`src/common/viu_pkg.sv`:
```
// constants, register offsets and state types of the vectored interrupt unit
package viu_pkg;
    localparam int NUM_SRC = 32;
    localparam int PRIO_W = 4;
    localparam int ADDR_W = 12;
    localparam logic [4:0] EXT3_CH = 5'h11;
    localparam logic [11:0] OFS_RAW_STAT = 12'h000;
    localparam logic [11:0] OFS_ENABLE = 12'h004;
    localparam logic [11:0] OFS_SELECT = 12'h008;
    localparam logic [11:0] OFS_FAST_STAT = 12'h00C;
    localparam logic [11:0] OFS_NORM_STAT = 12'h010;
    localparam logic [11:0] OFS_VECT_ADDR = 12'h014;
    localparam logic [11:0] OFS_P0_RISE = 12'h01C;
    localparam logic [11:0] OFS_P0_FALL = 12'h020;
    localparam logic [11:0] OFS_P2_RISE = 12'h024;
    localparam logic [11:0] OFS_P2_FALL = 12'h028;
    localparam logic [11:0] OFS_P0_EDGE = 12'h02C;
    localparam logic [11:0] OFS_P2_EDGE = 12'h030;
    localparam logic [11:0] OFS_EVT_STAT = 12'h034;
    localparam logic [11:0] OFS_EVT_MASK = 12'h038;
    localparam logic [4:0] REGION_VECT = 5'h02;
    localparam logic [4:0] REGION_PRIO = 5'h04;
    localparam int EVT_FAST = 0;
    localparam int EVT_NORM = 1;
    localparam int EVT_EDGE = 2;
    localparam logic [31:0] WORD_RST = 32'h0000_0000;
    localparam logic [3:0] PRIO_RST = 4'hF;
    localparam logic [2:0] EVT_RST = 3'h0;

    typedef struct packed {
        logic [31:0] enable;
        logic [31:0] select;
        logic [31:0][3:0] prio;
        logic [31:0] rise0;
        logic [31:0] fall0;
        logic [31:0] rise2;
        logic [31:0] fall2;
        logic [31:0] prev0;
        logic [31:0] prev2;
        logic [31:0] edge0;
        logic [31:0] edge2;
        logic primed;
        logic fast;
        logic norm;
        logic [4:0] win_idx;
        logic win_vld;
        logic vld_p;
        logic [31:0] vect;
        logic [2:0] evt_stat;
        logic [2:0] evt_mask;
        logic evt_irq;
        logic [31:0] rdata;
    } viu_state_s;

    typedef struct packed {
        logic [31:0][31:0] words;
        logic [31:0] rdata;
    } viu_mem_s;
endpackage : viu_pkg

```
`src/common/viu_mem_if.sv`:
```
// write and read path between the core and its handler address table
`timescale 1ns/1ps
`default_nettype none
interface viu_mem_if;
    logic we;
    logic [4:0] waddr;
    logic [31:0] wdata;
    logic [4:0] raddr;
    logic [31:0] rdata;
    modport ctl (output we, output waddr, output wdata, output raddr, input rdata);
    modport mem (input we, input waddr, input wdata, input raddr, output rdata);
endinterface : viu_mem_if
`default_nettype wire

```
`src/hdl/viu_vect_mem.sv`:
```
// handler address table, 32 words, registered read data
`timescale 1ns/1ps
`default_nettype none
module viu_vect_mem (
    input wire logic clk, // system clock
    input wire logic rst, // synchronous reset, active high
    viu_mem_if.mem port // table access
);
    viu_pkg::viu_mem_s st_q;
    viu_pkg::viu_mem_s st_d;

    always_comb
    begin
        st_d = st_q;
        if (port.we)
        begin
            st_d.words[port.waddr] = port.wdata;
        end
        st_d.rdata = st_q.words[port.raddr];
    end

    always_ff @(posedge clk)
    begin
        if (rst)
        begin
            st_q <= '0;
        end
        else
        begin
            st_q <= st_d;
        end
    end

    assign port.rdata = st_q.rdata;
endmodule : viu_vect_mem
`default_nettype wire

```
`src/hdl/viu_vectored_interrupt_unit.sv`:
```
// vectored interrupt unit: fast and vectored classes, port 0/2 edge capture, register port
//
// Notes on behaviour
// RL1 - There are 32 request inputs and each is set to the fast or the vectored class by a select bit.
// RL2 - Fast requests outrank every vectored request, so a fast channel never wins vectored selection.
// RL3 - The fast output is the OR of all enabled active requests in the fast class.
// RL4 - A readable word shows which fast class sources are requesting now.
// RL5 - Every other request is vectored, with a priority software can rewrite at any time.
// RL6 - Among pending vectored requests of equal priority the lowest channel number wins.
// RL7 - The normal output is the OR of all enabled active requests in the vectored class.
// RL8 - A readable register returns the handler address of the winning vectored request.
// RL9 - Each peripheral drives one request line, which may combine several of its flags.
// RL10 - Each of the 64 pins of ports 0 and 2 can raise a request on rising, falling or both edges.
// RL11 - Port 0 and port 2 edge requests are merged into the third external interrupt channel.
// RL12 - Requests are levels and the fast and normal outputs stay high while a contributing request stays active and enabled.
`timescale 1ns/1ps
`default_nettype none
module viu_vectored_interrupt_unit (
    input wire logic CLK_SYS, // 125 MHz system clock
    input wire logic RST, // synchronous reset, active high
    input wire logic [11:0] ADDR, // register byte address
    input wire logic [31:0] WDATA, // write data
    input wire logic WR, // write strobe
    input wire logic RD, // read strobe
    output logic [31:0] RDATA, // read data, cycle after RD
    input wire logic [31:0] IRQ_SRC, // peripheral request levels
    input wire logic EXT_INTERRUPT_LINE_THREE, // external interrupt 3 pin request level
    input wire logic [31:0] GPIO0, // port 0 pin levels
    input wire logic [31:0] GPIO2, // port 2 pin levels
    output logic FAST_INTERRUPT_REQUEST, // fast request to core
    output logic IRQ_OUT, // normal request to core
    output logic EVT_IRQ // event summary interrupt
);
    viu_pkg::viu_state_s st_q;
    viu_pkg::viu_state_s st_d;
    viu_mem_if mem_bus ();

    logic [31:0] req;
    logic [31:0] act;
    logic [31:0] hit0;
    logic [31:0] hit2;
    logic [31:0] fast_act;
    logic [31:0] tie_cand;
    logic [31:0] better;
    logic [3:0] win_prio;
    logic [4:0] win_idx;
    logic win_vld;
    logic rd_stat;

    viu_vect_mem u_mem (
        .clk(CLK_SYS),
        .rst(RST),
        .port(mem_bus.mem)
    );

    // edges only count after one sampled cycle, so levels present at reset release do not fire
    assign hit0 = st_q.primed ? ((GPIO0 & ~st_q.prev0 & st_q.rise0) | (~GPIO0 & st_q.prev0 & st_q.fall0)) : '0; // RL10
    assign hit2 = st_q.primed ? ((GPIO2 & ~st_q.prev2 & st_q.rise2) | (~GPIO2 & st_q.prev2 & st_q.fall2)) : '0; // RL10

    always_comb
    begin
        req = IRQ_SRC;
        req[viu_pkg::EXT3_CH] = EXT_INTERRUPT_LINE_THREE | (|st_q.edge0) | (|st_q.edge2); // RL11
    end

    assign fast_act = req & st_q.enable & st_q.select; // RL3 RL12
    assign act = req & st_q.enable & ~st_q.select; // RL2 RL5 RL12

    // strict compare keeps the lowest channel among equals
    always_comb
    begin
        win_prio = viu_pkg::PRIO_RST;
        win_idx = '0;
        win_vld = 1'b0;
        for (int i = 0; i < viu_pkg::NUM_SRC; i++)
        begin
            if (act[i] && (!win_vld || st_q.prio[i] < win_prio)) // RL6
            begin
                win_prio = st_q.prio[i];
                win_idx = 5'(i);
                win_vld = 1'b1;
            end
        end
    end

    // per channel view of the winner, used by the checks below
    for (genvar g = 0; g < viu_pkg::NUM_SRC; g++)
    begin : g_chan
        assign tie_cand[g] = act[g] && (st_q.prio[g] == win_prio);
        assign better[g] = act[g] && (st_q.prio[g] < win_prio);
    end

    assign rd_stat = RD && (ADDR == viu_pkg::OFS_EVT_STAT);
    assign mem_bus.we = WR && (ADDR[11:7] == viu_pkg::REGION_VECT);
    assign mem_bus.waddr = ADDR[6:2];
    assign mem_bus.wdata = WDATA;
    assign mem_bus.raddr = st_q.win_idx;

    always_comb
    begin
        st_d = st_q;
        st_d.primed = 1'b1;
        st_d.prev0 = GPIO0;
        st_d.prev2 = GPIO2;
        st_d.fast = |fast_act; // RL3
        st_d.norm = |act; // RL7
        st_d.win_idx = win_idx; // RL5
        st_d.win_vld = win_vld;
        st_d.vld_p = st_q.win_vld;
        st_d.vect = st_q.vld_p ? mem_bus.rdata : viu_pkg::WORD_RST; // RL8
        st_d.rdata = viu_pkg::WORD_RST;
        if (WR)
        begin
            case (ADDR)
                viu_pkg::OFS_ENABLE: st_d.enable = WDATA;
                viu_pkg::OFS_SELECT: st_d.select = WDATA; // RL1
                viu_pkg::OFS_P0_RISE: st_d.rise0 = WDATA; // RL10
                viu_pkg::OFS_P0_FALL: st_d.fall0 = WDATA;
                viu_pkg::OFS_P2_RISE: st_d.rise2 = WDATA;
                viu_pkg::OFS_P2_FALL: st_d.fall2 = WDATA;
                viu_pkg::OFS_P0_EDGE: st_d.edge0 = st_q.edge0 & ~WDATA;
                viu_pkg::OFS_P2_EDGE: st_d.edge2 = st_q.edge2 & ~WDATA;
                viu_pkg::OFS_EVT_MASK: st_d.evt_mask = WDATA[2:0];
                default:
                begin
                    if (ADDR[11:7] == viu_pkg::REGION_PRIO)
                    begin
                        st_d.prio[ADDR[6:2]] = WDATA[3:0]; // RL5
                    end
                end
            endcase
        end
        // a new edge in the cycle of its clear still lands
        st_d.edge0 = st_d.edge0 | hit0; // RL10
        st_d.edge2 = st_d.edge2 | hit2;
        if (RD)
        begin
            case (ADDR)
                viu_pkg::OFS_RAW_STAT: st_d.rdata = req;
                viu_pkg::OFS_ENABLE: st_d.rdata = st_q.enable;
                viu_pkg::OFS_SELECT: st_d.rdata = st_q.select;
                viu_pkg::OFS_FAST_STAT: st_d.rdata = fast_act; // RL4
                viu_pkg::OFS_NORM_STAT: st_d.rdata = act;
                viu_pkg::OFS_VECT_ADDR: st_d.rdata = st_q.vect; // RL8
                viu_pkg::OFS_P0_RISE: st_d.rdata = st_q.rise0;
                viu_pkg::OFS_P0_FALL: st_d.rdata = st_q.fall0;
                viu_pkg::OFS_P2_RISE: st_d.rdata = st_q.rise2;
                viu_pkg::OFS_P2_FALL: st_d.rdata = st_q.fall2;
                viu_pkg::OFS_P0_EDGE: st_d.rdata = st_q.edge0;
                viu_pkg::OFS_P2_EDGE: st_d.rdata = st_q.edge2;
                viu_pkg::OFS_EVT_STAT: st_d.rdata = {29'h0, st_q.evt_stat};
                viu_pkg::OFS_EVT_MASK: st_d.rdata = {29'h0, st_q.evt_mask};
                default:
                begin
                    if (ADDR[11:7] == viu_pkg::REGION_PRIO)
                    begin
                        st_d.rdata = {28'h0, st_q.prio[ADDR[6:2]]};
                    end
                end
            endcase
        end
        // read clears, but an event of the same cycle wins
        st_d.evt_stat = rd_stat ? viu_pkg::EVT_RST : st_q.evt_stat;
        st_d.evt_stat[viu_pkg::EVT_FAST] = st_d.evt_stat[viu_pkg::EVT_FAST] | (st_d.fast & ~st_q.fast);
        st_d.evt_stat[viu_pkg::EVT_NORM] = st_d.evt_stat[viu_pkg::EVT_NORM] | (st_d.norm & ~st_q.norm);
        st_d.evt_stat[viu_pkg::EVT_EDGE] = st_d.evt_stat[viu_pkg::EVT_EDGE] | (|hit0) | (|hit2);
        st_d.evt_irq = |(st_d.evt_stat & st_d.evt_mask);
    end

    always_ff @(posedge CLK_SYS)
    begin
        if (RST)
        begin
            st_q <= '0;
            st_q.prio <= {viu_pkg::NUM_SRC{viu_pkg::PRIO_RST}};
        end
        else
        begin
            st_q <= st_d;
        end
    end

    assign RDATA = st_q.rdata;
    assign FAST_INTERRUPT_REQUEST = st_q.fast;
    assign IRQ_OUT = st_q.norm;
    assign EVT_IRQ = st_q.evt_irq;
endmodule : viu_vectored_interrupt_unit
`default_nettype wire

```
`config.mk`:
```
export PLATFORM = sky130hd
export DESIGN_NAME = viu_vectored_interrupt_unit
export DESIGN_NICKNAME = d
export VERILOG_FILES = /design/src/common/viu_pkg.sv /design/src/common/viu_mem_if.sv /design/src/hdl/viu_vect_mem.sv /design/src/hdl/viu_vectored_interrupt_unit.sv
export SDC_FILE = /design/constraint.sdc
export NUM_CORES = 2
export LEC_CHECK = 0
export BUFFER_PORTS_ARGS = -buffer_cell sky130_fd_sc_hd__buf_4
export CAP_MARGIN = 20
export CORE_MARGIN = 2
export CORE_UTILIZATION = 30
export CTS_CLUSTER_SIZE = 28
export DETAILED_ROUTE_END_ITERATION = 10
export PLACE_DENSITY = 0.48
export SKIP_CTS_REPAIR_TIMING = 1
export SLEW_MARGIN = 10
export SYNTH_ARGS = -nofsm -noshare
export SYNTH_HDL_FRONTEND = slang
export SYNTH_HIERARCHICAL = 1
export SYNTH_SLANG_ARGS = --single-unit
```
`constraint.sdc`:
```
create_clock -name CLK_SYS -period 132.9 [get_ports CLK_SYS]
set_input_delay 0 -clock CLK_SYS [delete_from_list [all_inputs] [get_ports CLK_SYS]]
set_output_delay 0 -clock CLK_SYS [all_outputs]
set_load 0.01 [all_outputs]
```
==> flow_metrics.env <==
export IMPL_port_buffers=178
export IMPL_gp_congestion=0.916
export IMPL_final_nets=9312
export IMPL_drt_first_pass_iters=6
export IMPL_post_route_min_period_ns=52.58
export IMPL_dr_total_vias=69200
export IMPL_p_leak_nw=28.2
export IMPL_ys_top_cells_by_area="dfxtp_1 (42%), nand2_1 (15%), a21oi_1 (9.1%)"
export IMPL_ys_ff_latch=1585
export IMPL_final_antenna_net_count=0
export IMPL_cap_violations=0
export IMPL_cp_max_fo=13
export IMPL_worstSetupPathDepth=235
export IMPL_slew_viol_final=0
export IMPL_dieWidth_um=505
export IMPL_synth_most_common_cell="nand2_1"
export IMPL_cts_root_buf="clkbuf_16"
export IMPL_routed_wl_um=315000
export IMPL_drtIter0Drc=8001
export IMPL_slowest_delay_ns=0.84
export IMPL_worst_setup_path_start_kind="flop"
export IMPL_ys_warn_count=6
export IMPL_violations="negative hold slack"
export IMPL_drc=0
export IMPL_cp_data_arrival_time_ns=53.24
export IMPL_worst_path_most_repeated_cell="ha_1"
export IMPL_seq_area_frac_synth_pct=42.1
export IMPL_drive_above_1_share_pct=10.9
export IMPL_fin_worst_skew_ns=0.0362
export IMPL_relSlewSlack_pct=18.5
export IMPL_worstPathRequired_ns=133.56
export IMPL_die_area_sq_um=256000
export IMPL_rows=184
export IMPL_worst_setup_path_end_kind="flop"
export IMPL_hold_class="in -> reg"
export IMPL_r2r_end="mem_bus.raddr[3]"
export IMPL_tns_ns=0
export IMPL_cts_made_buffers=174
export IMPL_rsz0062_at_grt="no"
export IMPL_p_sw_share_pct=23.8
export IMPL_fp_dieH_um=505
export IMPL_tightest_slew_ns=1.22
export IMPL_dpl_hpwl_um=194000
export IMPL_syn_inst=9287
export IMPL_ys_flop_type="dfxtp_1"
export IMPL_hold_violations=7
export IMPL_worst_path_max_delay_cell="a2111oi_0"
export IMPL_grt_overflow_total=0
export IMPL_combPwrFrac_pct=3.7
export IMPL_antenna_found_initial=23
export IMPL_dpl_instance_area_sq_um=78200
export IMPL_grt_pass1_wl_um=450000
export IMPL_async_flop_share_pct=0
export IMPL_rr_worst_depth=235
export IMPL_max_freq_mhz=19.0
export IMPL_synth_area_sq_um=75400
export IMPL_path_buf_inv=19
export IMPL_startpoint="st_q[497]"
export IMPL_internal_power_w=0.000782
export IMPL_pwr_share_clk_pct=49.8
export IMPL_synth_largest_area_cell="dfxtp_1"
export IMPL_irDropWorstVdd_v=0.0000112
export IMPL_tritoncts="yes"
export IMPL_syn2layout_area_growth_pct=14.2
export IMPL_fin_util_pct=34.4
export IMPL_syn_num_nets=9467
export IMPL_clock_sinks=1585
export IMPL_p_sw_w=0.000244
export IMPL_seq_power_share_pct=46.5
export IMPL_via_per_inst=5.48
export IMPL_whs_ns=-0.0302
export IMPL_powerDensity_nw_per_um2=11.9
export IMPL_coreArea_sq_um=251000
export IMPL_ff2ff_setup_slack_ns=80.32
export IMPL_setup_ws_ns=80.32
export IMPL_path_clk_slew_ns=0.06
export IMPL_io_pins=180
export IMPL_period_share_pct=39.6
export IMPL_synth_commonest_cells="nand2_1 (3042), dfxtp_1 (1585), a21oi_1 (1365), clkbuf_1 (525), o21ai_0 (240)"
export IMPL_htree_levels=4
export IMPL_wire_per_inst_um=24.9
export IMPL_clkLatencyLatePin_ns=0.85
export IMPL_crit_path_end="mem_bus.raddr[3]"
export IMPL_synth_cell_types=133
export IMPL_grt_pass1_vias=64300
export IMPL_avgSynthCellArea_sq_um=8.12
export IMPL_synth_edf_count=0
export IMPL_crit_family="compound AO/OA/AOI/OAI gates"
export IMPL_grt_max_degree=235
export IMPL_status="complete, but fails checks"
export IMPL_netlist_area_leader_share_pct=42.1
export IMPL_finalInstanceArea_sq_um=86200
export IMPL_finalSetupViolations=0
export IMPL_track_usage_pct=23.5
export IMPL_initial_core_util_pct=30.1
export IMPL_pre_cts_slack_ns=81.01
export IMPL_path_class="reg -> reg"
export IMPL_clk_path_buf_depth=3
export IMPL_r2r_start="st_q[497]"
## cell type report
cell class | instances | area [sq um]
Fill cell | 25900 | 165000
Tap cell | 3348 | 4190
Multi-Input combinational cell | 6767 | 39400
Clock inverter | 54 | 729
Inverter | 112 | 424
Sequential cell | 1585 | 31700
Timing Repair Buffer | 492 | 4390
Antenna cell | 5 | 12.5
Clock buffer | 268 | 5300
## registers in the layout, summed over array words and instances (netlist names)
register and count:
EVT_IRQ 1, FAST_INTERRUPT_REQUEST 1, IRQ_OUT 1, RDATA 32
mem_bus.raddr 5, st_d 1, st_q 488, u_mem/port.rdata 32
u_mem/st_q 1024
## per-layer routing
metal  track usage, %  part of all wire [%]  vias up
met2             36.8                    45     2825
met3             3.83                   7.5      518
li1                 -                     -    31700
met1             31.9                    43    34100
met5                0                0.0073        -
met4             9.98                   4.1        4
## through the flow
step / power, W / instances
final: 0.00103 / 12600
after global routing: 0.00105 / 12600
after CTS: 0.00103 / 12400
after detailed placement: 0.000520 / 12100
after global placement: 0.000520 / 12100
after floorplan: 0.000503 / 9287
## worst min path at each step
stage              start         to  slack [ns]  cells after the start
6_report       GPIO2[10]  st_q[155]       -0.03                      3
5_1_grt        GPIO0[29]  st_q[206]      -0.001                      3
4_1_cts        GPIO0[16]  st_q[193]       -0.65                      2
3_5_place_dp   GPIO0[17]  st_q[194]        0.24                      2
3_3_place_gp   GPIO2[22]  st_q[167]        0.23                      2
2_1_floorplan   GPIO2[0]  st_q[145]        0.13                      1
## power groups by stage
stage               Sequential (W)  Clock [W]  Combinational, W
floorplan                 0.000487          0         0.0000162
global placement          0.000487          0         0.0000321
detailed placement        0.000487          0         0.0000324
CTS                       0.000477   0.000519         0.0000324
global route              0.000477   0.000538         0.0000392
finish                    0.000477   0.000510         0.0000380
## cell families after synthesis
| kind of cell | count (synthesis) | share of synthesized area, % |
|---|---|---|
| AOI/OAI and AO/OA | 2330 | 18.5 |
| xor gates and xnor gates | 15 | 0.174 |
| adders and majority gates | 54 | 0.836 |
| buffers and inverters | 935 | 6.06 |
| DFF | 1585 | 42.1 |
| muxes | 464 | 10.6 |
| and+or+nand+nor | 3904 | 21.8 |
## cells in the final DEF, fill, tap and decap left out, drive strengths merged, types with 50 or more instances in the layout
| cell | count |
|---|---|
| a21oi | 1369 |
| a221oi | 84 |
| a22oi | 119 |
| a31oi | 73 |
| and2 | 71 |
| buf | 309 |
| clkbuf | 268 |
| dfxtp | 1585 |
| dlygate4sd3 | 183 |
| inv | 114 |
| mux2i | 189 |
| mux4 | 256 |
| nand2 | 3043 |
| nand3 | 134 |
| nand3b | 78 |
| nor2 | 236 |
| nor2b | 85 |
| nor3 | 50 |
| o211ai | 88 |
| o21ai | 274 |
## worst reg2reg max path: cells and delay by family, from the launching register on
family | cells | cell delay [ns]
AOI/OAI and AO/OA | 91 | 21.50
adders and majority gates | 31 | 8.81
muxes | 15 | 4.30
buffers and inverters | 19 | 1.37
DFF | 1 | 0.53
and+or+nand+nor | 79 | 15.94
No activity file was read; power rests on OpenSTA's default activity.
